File: src/eipt_pkg.sv
// Purpose: constants and types for the second extended interrupt priority register
// Assumes: one special-function register byte, visible on every register page
// Notes: arbitration that consumes the priority bits lives elsewhere
//
// Function
// RULE_01: bits 7 and 5 unused, read as zero, writes to them ignored.
// RULE_02: bit 6 picks low or high priority for serial port b.
// RULE_03: bit 4 picks low or high priority for converter b done.
// RULE_04: bit 3 picks low or high priority for converter b window compare.
// RULE_05: bits 2, 1, 0 pick priority for timer four, converter a done, timer three.
`default_nettype none

package eipt_pkg;

  // ***************************************
  // register map
  // ***************************************
  localparam logic [7:0] EIPT_PRIO_ADDR = 8'hF7;
  localparam logic [7:0] EIPT_PRIO_RESET = 8'h00;
  // writable bits; 7 and 5 have no storage
  localparam logic [7:0] EIPT_PRIO_WMASK = 8'h5F;

  // ***************************************
  // field positions
  // ***************************************
  localparam int EIPT_POS_SERIAL_B = 6;
  localparam int EIPT_POS_CONV_B_DONE = 4;
  localparam int EIPT_POS_CONV_B_WIN = 3;
  localparam int EIPT_POS_TIMER_FOUR = 2;
  localparam int EIPT_POS_CONV_A_DONE = 1;
  localparam int EIPT_POS_TIMER_THREE = 0;

  // ***************************************
  // carrier: one bit per source, 1 = high priority
  // ***************************************
  typedef struct packed {
    logic serial_port_b_prio;
    logic conv_b_done_prio;
    logic conv_b_window_prio;
    logic timer_four_prio;
    logic conv_a_done_prio;
    logic timer_three_prio;
  } eipt_prio_s;

endpackage : eipt_pkg

`default_nettype wire

File: src/eipt_prio_bit.sv
// Purpose: one stored priority bit with write enable
// Assumes: synchronous write strobe, asynchronous active-high reset
// Notes: reset value is a constant parameter
`timescale 1ns/10ps
`default_nettype none

module eipt_prio_bit #(
  parameter logic RESET_VAL = 1'b0
) (
  input wire logic clk_i,
  input wire logic rst_i,
  input wire logic wr_en_i,
  input wire logic wr_bit_i,
  output logic bit_o
);

  logic bit_reg;
  logic bit_next;

  always_comb begin
    bit_next = bit_reg;
    if (wr_en_i) begin
      bit_next = wr_bit_i;
    end
  end

  always_ff @(posedge clk_i or posedge rst_i) begin
    if (rst_i) begin
      bit_reg <= RESET_VAL;
    end else begin
      bit_reg <= bit_next;
    end
  end

  assign bit_o = bit_reg;

endmodule : eipt_prio_bit

`default_nettype wire

File: src/eipt_top.sv
// Purpose: second extended interrupt priority register on the special-function bus
// Assumes: bus inputs synchronous to CLK_SYS_I; register page ignored
// Notes: read data is registered, one cycle after the read strobe
`timescale 1ns/10ps
`default_nettype none

module eipt_top #(
  parameter int SFR_ADDR_W = 8
) (
  input wire logic CLK_SYS_I,
  input wire logic RESET_I,
  input wire logic [SFR_ADDR_W-1:0] SFR_ADDR_I,
  input wire logic SFR_WR_I,
  input wire logic SFR_RD_I,
  input wire logic [7:0] SFR_WDATA_I,
  output logic [7:0] SFR_RDATA_O,
  output logic SFR_RVALID_O,
  output eipt_pkg::eipt_prio_s PRIO_O
);

  // ***************************************
  // elaboration checks
  // ***************************************
  if (SFR_ADDR_W != 8) begin : g_bad_addr_w
    $error("SFR_ADDR_W must be 8");
  end

  // every stored bit needs exactly one field in the carrier
  if ($countones(eipt_pkg::EIPT_PRIO_WMASK) != $bits(eipt_pkg::eipt_prio_s)) begin : g_bad_mask
    $error("write mask and priority carrier disagree");
  end

  // ***************************************
  // address decode
  // ***************************************
  logic wr_hit;
  logic rd_hit;
  // several generate branches drive single bits, so a net, not a variable
  wire logic [7:0] prio_bits;

  // page-independent register, so the page never enters the decode
  assign wr_hit = SFR_WR_I && (SFR_ADDR_I == eipt_pkg::EIPT_PRIO_ADDR);
  assign rd_hit = SFR_RD_I && (SFR_ADDR_I == eipt_pkg::EIPT_PRIO_ADDR);

  // ***************************************
  // storage
  // ***************************************
  for (genvar i = 0; i < 8; i++) begin : g_bit
    if (eipt_pkg::EIPT_PRIO_WMASK[i]) begin : g_store
      // bits 6, 4, 3, 2, 1, 0 hold a priority [RULE_02] [RULE_03] [RULE_04] [RULE_05]
      eipt_prio_bit #(
        .RESET_VAL(eipt_pkg::EIPT_PRIO_RESET[i])
      ) u_bit (
        .clk_i(CLK_SYS_I),
        .rst_i(RESET_I),
        .wr_en_i(wr_hit),
        .wr_bit_i(SFR_WDATA_I[i]),
        .bit_o(prio_bits[i])
      );
    end else begin : g_unused
      // no flop at all, so a write cannot land here [RULE_01]
      assign prio_bits[i] = 1'b0;
    end
  end

  // ***************************************
  // priority outputs
  // ***************************************
  always_comb begin
    PRIO_O.serial_port_b_prio = prio_bits[eipt_pkg::EIPT_POS_SERIAL_B]; // [RULE_02]
    PRIO_O.conv_b_done_prio = prio_bits[eipt_pkg::EIPT_POS_CONV_B_DONE]; // [RULE_03]
    PRIO_O.conv_b_window_prio = prio_bits[eipt_pkg::EIPT_POS_CONV_B_WIN]; // [RULE_04]
    PRIO_O.timer_four_prio = prio_bits[eipt_pkg::EIPT_POS_TIMER_FOUR]; // [RULE_05]
    PRIO_O.conv_a_done_prio = prio_bits[eipt_pkg::EIPT_POS_CONV_A_DONE]; // [RULE_05]
    PRIO_O.timer_three_prio = prio_bits[eipt_pkg::EIPT_POS_TIMER_THREE]; // [RULE_05]
  end

  // ***************************************
  // read port
  // ***************************************
  logic [7:0] rdata_reg;
  logic [7:0] rdata_next;
  logic rvalid_reg;
  logic rvalid_next;

  always_comb begin
    rdata_next = 8'h00;
    rvalid_next = 1'b0;
    if (rd_hit) begin
      // mask again so unused bits read zero even if storage changes [RULE_01]
      rdata_next = prio_bits & eipt_pkg::EIPT_PRIO_WMASK;
      rvalid_next = 1'b1;
    end
  end

  always_ff @(posedge CLK_SYS_I or posedge RESET_I) begin
    if (RESET_I) begin
      rdata_reg <= 8'h00;
      rvalid_reg <= 1'b0;
    end else begin
      rdata_reg <= rdata_next;
      rvalid_reg <= rvalid_next;
    end
  end

  assign SFR_RDATA_O = rdata_reg;
  assign SFR_RVALID_O = rvalid_reg;

  // ***************************************
  // assertions
  // ***************************************
  property p_unused_read_zero;
    @(posedge CLK_SYS_I) disable iff (RESET_I)
      (SFR_RDATA_O[7] == 1'b0) && (SFR_RDATA_O[5] == 1'b0);
  endproperty
  a_unused_read_zero: assert property (p_unused_read_zero) // [RULE_01]
    else $error("unused bit read back as one");

  property p_write_masked;
    @(posedge CLK_SYS_I) disable iff (RESET_I)
      wr_hit ##1 rd_hit |=>
        SFR_RDATA_O == ($past(SFR_WDATA_I, 2) & eipt_pkg::EIPT_PRIO_WMASK);
  endproperty
  a_write_masked: assert property (p_write_masked) // [RULE_01]
    else $error("written byte not read back masked");

  property p_serial_b;
    @(posedge CLK_SYS_I) disable iff (RESET_I)
      wr_hit |=> PRIO_O.serial_port_b_prio == $past(SFR_WDATA_I[6]);
  endproperty
  a_serial_b: assert property (p_serial_b) // [RULE_02]
    else $error("serial port b priority not taken from bit 6");

  property p_conv_b_done;
    @(posedge CLK_SYS_I) disable iff (RESET_I)
      wr_hit |=> PRIO_O.conv_b_done_prio == $past(SFR_WDATA_I[4]);
  endproperty
  a_conv_b_done: assert property (p_conv_b_done) // [RULE_03]
    else $error("converter b done priority not taken from bit 4");

  property p_conv_b_window;
    @(posedge CLK_SYS_I) disable iff (RESET_I)
      wr_hit |=> PRIO_O.conv_b_window_prio == $past(SFR_WDATA_I[3]);
  endproperty
  a_conv_b_window: assert property (p_conv_b_window) // [RULE_04]
    else $error("converter b window priority not taken from bit 3");

  property p_low_three;
    @(posedge CLK_SYS_I) disable iff (RESET_I)
      wr_hit |=> {PRIO_O.timer_four_prio, PRIO_O.conv_a_done_prio,
                  PRIO_O.timer_three_prio} == $past(SFR_WDATA_I[2:0]);
  endproperty
  a_low_three: assert property (p_low_three) // [RULE_05]
    else $error("timer or converter a priority not taken from bits 2..0");

  property p_hold;
    @(posedge CLK_SYS_I) disable iff (RESET_I)
      !wr_hit [*2] |=> $stable(PRIO_O);
  endproperty
  a_hold: assert property (p_hold) // [RULE_02]
    else $error("priority changed without a write");

  property p_read_timing;
    @(posedge CLK_SYS_I) disable iff (RESET_I)
      rd_hit |=> SFR_RVALID_O &&
        (SFR_RDATA_O[6] == $past(PRIO_O.serial_port_b_prio)) &&
        (SFR_RDATA_O[2:0] == $past({PRIO_O.timer_four_prio,
          PRIO_O.conv_a_done_prio, PRIO_O.timer_three_prio}));
  endproperty
  a_read_timing: assert property (p_read_timing) // [RULE_05]
    else $error("read answer wrong or late");

  property p_idle_read;
    @(posedge CLK_SYS_I) disable iff (RESET_I)
      !rd_hit |=> !SFR_RVALID_O && (SFR_RDATA_O == 8'h00);
  endproperty
  a_idle_read: assert property (p_idle_read) // [RULE_01]
    else $error("read answer without a read");

  property p_reset_clear;
    @(posedge CLK_SYS_I) disable iff (RESET_I)
      $fell(RESET_I) |-> !SFR_RVALID_O &&
        ((prio_bits & eipt_pkg::EIPT_PRIO_WMASK) ==
         (eipt_pkg::EIPT_PRIO_RESET & eipt_pkg::EIPT_PRIO_WMASK));
  endproperty
  a_reset_clear: assert property (p_reset_clear) // [RULE_05]
    else $error("priorities not at reset value after reset");

  property p_read_conv_b_done;
    @(posedge CLK_SYS_I) disable iff (RESET_I)
      rd_hit |=> SFR_RDATA_O[4] == $past(PRIO_O.conv_b_done_prio);
  endproperty
  a_read_conv_b_done: assert property (p_read_conv_b_done) // [RULE_03]
    else $error("converter b done priority not read back at bit 4");

  property p_read_conv_b_window;
    @(posedge CLK_SYS_I) disable iff (RESET_I)
      rd_hit |=> SFR_RDATA_O[3] == $past(PRIO_O.conv_b_window_prio);
  endproperty
  a_read_conv_b_window: assert property (p_read_conv_b_window) // [RULE_04]
    else $error("converter b window priority not read back at bit 3");

  property p_unused_no_store;
    @(posedge CLK_SYS_I) disable iff (RESET_I)
      wr_hit |=> (prio_bits[7] == 1'b0) && (prio_bits[5] == 1'b0);
  endproperty
  a_unused_no_store: assert property (p_unused_no_store) // [RULE_01]
    else $error("unused bit stored a written one");

  property p_unmapped_write;
    @(posedge CLK_SYS_I) disable iff (RESET_I)
      SFR_WR_I && !wr_hit |=> $stable(PRIO_O);
  endproperty
  a_unmapped_write: assert property (p_unmapped_write) // [RULE_02]
    else $error("write to another address changed a priority");

  property p_read_no_effect;
    @(posedge CLK_SYS_I) disable iff (RESET_I)
      rd_hit && !wr_hit |=> $stable(PRIO_O);
  endproperty
  a_read_no_effect: assert property (p_read_no_effect) // [RULE_05]
    else $error("a read disturbed a priority");

  property p_rvalid_pulse;
    @(posedge CLK_SYS_I) disable iff (RESET_I)
      SFR_RVALID_O && !rd_hit |=> !SFR_RVALID_O;
  endproperty
  a_rvalid_pulse: assert property (p_rvalid_pulse) // [RULE_01]
    else $error("read answer stood longer than one cycle");

endmodule : eipt_top

`default_nettype wire

File: config.mk
export PLATFORM = sky130hd
export DESIGN_NAME = eipt_top
export DESIGN_NICKNAME = d
export VERILOG_FILES = /design/src/eipt_pkg.sv /design/src/eipt_prio_bit.sv /design/src/eipt_top.sv
export SDC_FILE = /design/constraint.sdc
export NUM_CORES = 1
export LEC_CHECK = 0
export CAP_MARGIN = 10
export CORE_AREA = 2 2 39 41
export CTS_BUF_LIST = sky130_fd_sc_hd__clkbuf_2 sky130_fd_sc_hd__clkbuf_4 sky130_fd_sc_hd__clkbuf_8
export DETAILED_ROUTE_END_ITERATION = 8
export DIE_AREA = 0 0 41 43
export DONT_BUFFER_PORTS = 1
export GPL_TIMING_DRIVEN = 0
export PLACE_DENSITY_LB_ADDON = 0.3
export SLEW_MARGIN = 20
export SYNTH_ARGS = -nofsm -noshare
export SYNTH_HDL_FRONTEND = slang
export SYNTH_SLANG_ARGS = --single-unit
File: constraint.sdc
create_clock -name CLK_SYS_I -period 0.8 [get_ports CLK_SYS_I]
set_input_delay 0.16 -clock CLK_SYS_I [delete_from_list [all_inputs] [get_ports CLK_SYS_I]]
set_output_delay 0.16 -clock CLK_SYS_I [all_outputs]
set_load 0.02 [all_outputs]
# Word level (Yosys, flattened, before mapping)
# Index checks and enable logic that the tools add are counted.
# W data, S select, Z words.
word_totals:
  ram_bits: 0
  elab_cells: 13
  regBits: 14
  memories: 0
  input_bits: 20
  rom_bits: 0
  latchBits: 0
  out_inout_bits: 15
op_classes:
  shift: 0
  magnitude_cmp: 0
  n_bitwise: 0
  mux: 2
  n_reduce_logical: 2
  eq_ne: 1
  multipliers: 0
  n_addsub: 0
  div: 0
op_table:
  columns: ["cell", "count"]
  rows:
  - ["$eq A8 B8 Y1 const B", 1]
  - ["$mux W7", 1]
  - ["$logic_and A1 B1 Y1", 2]
  - ["$mux W1", 1]

# Longest topological paths before layout
logic_depth:
  word_depth: 3
  mapped_depth: 3
  depth_no_buf: 3

# By module
# A second synthesis with hierarchy kept.
hier_totals:
  cells_unflattened: 47
  hier_area_um2: 566.8
modules_own_cells:
  columns: ["module", "n_inst", "cells_per_inst", "area_each_um2"]
  rows:
  - ["eipt_top", 1, 29, 304.0]
  - ["eipt_prio_bit", 6, 3, 43.8]

# Worst setup path after synthesis
# OpenSTA, ideal clock, no wires.
synth_timing:
  path_kind: "input to register"
  from: "in SFR_ADDR_I[3]"
  to: "reg g_bit[0].g_store.u_bit.bit_reg"
  path_stages: 3
  t_required_ps: 675
  slack_ps: -328
  setup_time_ps: 125
  t_arrival_ps: 1003
  cell_sequence: "nand4b_1 > nor3_4 > mux2_2"
synth_via:
  elab_chain_cells: 2
synth_rtl:
  columns: ["element", "line_no", "rtl"]
  rows:
  - ["from (decl)", "eipt_top.sv:12", "input wire logic [SFR_ADDR_W-1:0] SFR_ADDR_I,"]
  - ["$eq A8 B8 Y1", "eipt_top.sv:42", "assign wr_hit = SFR_WR_I && (SFR_ADDR_I == eipt_pkg::EIPT_PRIO_ADDR);"]
  - ["$logic_and A1 B1 Y1", "eipt_top.sv:42", null]
  - ["to (signal assigned)", "eipt_prio_bit.sv:31", "bit_reg <= bit_next;"]
  - ["to (decl)", "eipt_prio_bit.sv:17", "logic bit_reg;"]
# Every way passes these cells.
# A chain may end at the register's enable or synchronous reset.

# Worst setup path in the final report
layout_timing:
  from: "reg g_bit[2].g_store.u_bit.bit_reg"
  to: "out PRIO_O[2] (netlist bit)"
layout_lines:
  columns: ["element", "line_no", "rtl"]
  rows:
  - ["from (decl)", "eipt_prio_bit.sv:17", null]
  - ["from (signal assigned)", "eipt_prio_bit.sv:31", null]
  - ["to (decl)", "eipt_top.sv:18", "output eipt_pkg::eipt_prio_s PRIO_O"]
# No word-level cell between the ends.

==> reports/qor.yml <==
drc: 0
synth_top_area_cell: "dfrtp_1"
netlist_instances: 41
crit_start: "g_bit[2].g_store.u_bit.bit_o"
timing.fmax_mhz: 1030
cts_tree: "built"
drtPass1Iterations: 2
dieWidth_um: 41
grt_max_degree: 14
period_needed_ns: 0.969
htree_levels: 1
r2r-end: "g_bit[2].g_store.u_bit.bit_o"
ir_drop_v: 0.000735
drt_iter0_drc: 1
synth_top_cell_area_share_pct: 59.5
rsz0062_at_grt: "true"
postRouteAntennaNets: 0
setup_slack_ns: -0.169
run_status: "finished, violations left"
port_buffers: 0
start_util_pct: 39.5
wl_um: 957
core_area_mm2: 0.00138
ys_top_cells_by_area: "dfrtp_1 59%, mux2_2 12%, buf_4 11%"
cpPeakStageDelay_ns: 0.41
place_area_um2: 571
syn_area_um2: 547
fin_crit_sh_pct: 121
yosysWarnings: 0
slew_viol_final: 0
crit_family: "flip-flops"
root_buffer: "clkbuf_4"
critPathCaptureType: "primary output"
ff2ff_path_depth: 2
routed_via_density: 4.57
drive_above_1_share_pct: 66.1
hp-start: "SFR_WDATA_I[0]"
antenna_found_initial: 0
grt_pass1_vias: 327
final_cell_mix: "13 x buf_6, 7 x dfrtp_2, 6 x and2_1, 6 x dfrtp_1, 5 x mux2_4"
setup_tns_ns: -2.03
hold_end: "g_bit[0].g_store.u_bit.bit_o"
numCtsBuffers: 3
overflow: 0
setup_viol: 19
cts.sinks: 13
violations: "negative setup slack"
arrival_ns: 0.81
cp_max_fo: 2
maxCapViolCount: 0
ys_ff_latch: 13
yosysUniqueCellTypes: 10
hold_path.class: "primary input to flip-flop"
synth.avg_cell_area_um2: 13.3
dieArea_mm2: 0.00176
row_count: 14
ios: 35
vias: 329
insertedDiodeCount: 0
grt_pass1_wl_um: 1420
stdcell_area_um2: 764
hold_violations: 0
cp-start-kind: "flip-flop"
path_clk_slew_ns: 0.08
seq_area_frac_synth_pct: 59.5
worst-path-buf-inv: 1
area_growth_pct: 39.8
hold_depth: 1
required_ns: 0.64
track_usage_pct: 12.0
final_common_cell: "buf_6"
clkLatencyLatePin_ns: 0.26
p_leak_nw: 0.379
rr_startpoint: "g_bit[2].g_store.u_bit.bit_o"
clk_path_buf_depth: 2
path_cells: "buf_6"
worstSetupPathType: "flip-flop to primary output"
r2r_setup_slack_ns: -0.10
skew_ns: 0.000271
crit_slowest_cell: "dfrtp_1"
nets: 77
routabilityCongestion: 0.666
die_h_um: 43
wl_per_cell_um: 13.3
powerDensity_mw_per_mm2: 1640
-- worst max-delay path by stage --
stage / endpoint / slack [ns] / cells after the start
floorplan: g_bit[0].g_store.u_bit.bit_o / -0.33 / 3
global placement: g_bit[2].g_store.u_bit.bit_o / -0.39 / 3
detailed placement: g_bit[6].g_store.u_bit.bit_o / -0.45 / 3
CTS: PRIO_O[3] / -0.17 / 1
global route: PRIO_O[3] / -0.21 / 1
finish: PRIO_O[2] / -0.17 / 1
-- cell type report --
type                            count  area, um^2
Buffer                              8        82.6
Clock buffer                        4        30.0
Fill cell                         116         619
Inverter                            3        15.0
Multi-Input combinational cell     18         179
Sequential cell                    13         334
Tap cell                           16        20.0
Timing Repair Buffer               10         104
-- repair_timing --
item,CTS,global route
setup endpoints to repair,19,28
hold buffers,1,0
setup buffers,8,1
hold endpoints to repair,13,0
resized for setup,18,9
pin swaps,1,2
-- cell families (layout without fill, tap and decap cells) --
family        Yosys count  count (layout)  share of synthesized area, %
other cells             1               2                         0.686
flops                  13              13                          59.5
buf+inv                11              25                          13.0
mux                     6               6                          12.4
simple gates           10              10                          14.4
-- where the power goes --
group / internal, W / total [W] / switching (W)
clock: 0.000226 / 0.000421 / 0.000195
combinational: 0.0000826 / 0.000150 / 0.0000671
sequential: 0.000671 / 0.000684 / 0.0000130
-- registers in the layout (all words and copies together), names as in the netlist --
register                   cells
SFR_RDATA_O                    6
SFR_RVALID_O                   1
g_bit.g_store.u_bit.bit_o      6
-- cells in the mapped netlist --
master	count
dfrtp_1	13
buf_4	8
and2_1	6
mux2_2	6
inv_1	3
conb_1	1
nand4_1	1
nand4b_1	1
nor3_2	1
nor3_4	1
-- metal layers --
metal	global-route usage (%)	wire length, um
met2	19.1	547
met5	0	0
met4	4.00	0
met3	3.14	87
met1	15.0	322
-- per-stage QoR --
step | cells | hold slack (ns) | setup WS, ns | power, W | util (%)
finish | 72 | 0.0420 | -0.169 | 0.00125 | 55.2
global route | 72 | 0.0288 | -0.208 | 0.00131 | 55.2
CTS | 71 | 0.0383 | -0.166 | 0.00124 | 53.0
detailed placement | 58 | 0.0860 | -0.453 | 0.000789 | 41.2
global placement | 58 | 0.0678 | -0.389 | 0.000785 | 41.2
floorplan | 42 | 0.0370 | -0.328 | 0.000779 | -
No activity file was read; power rests on OpenSTA's default activity.
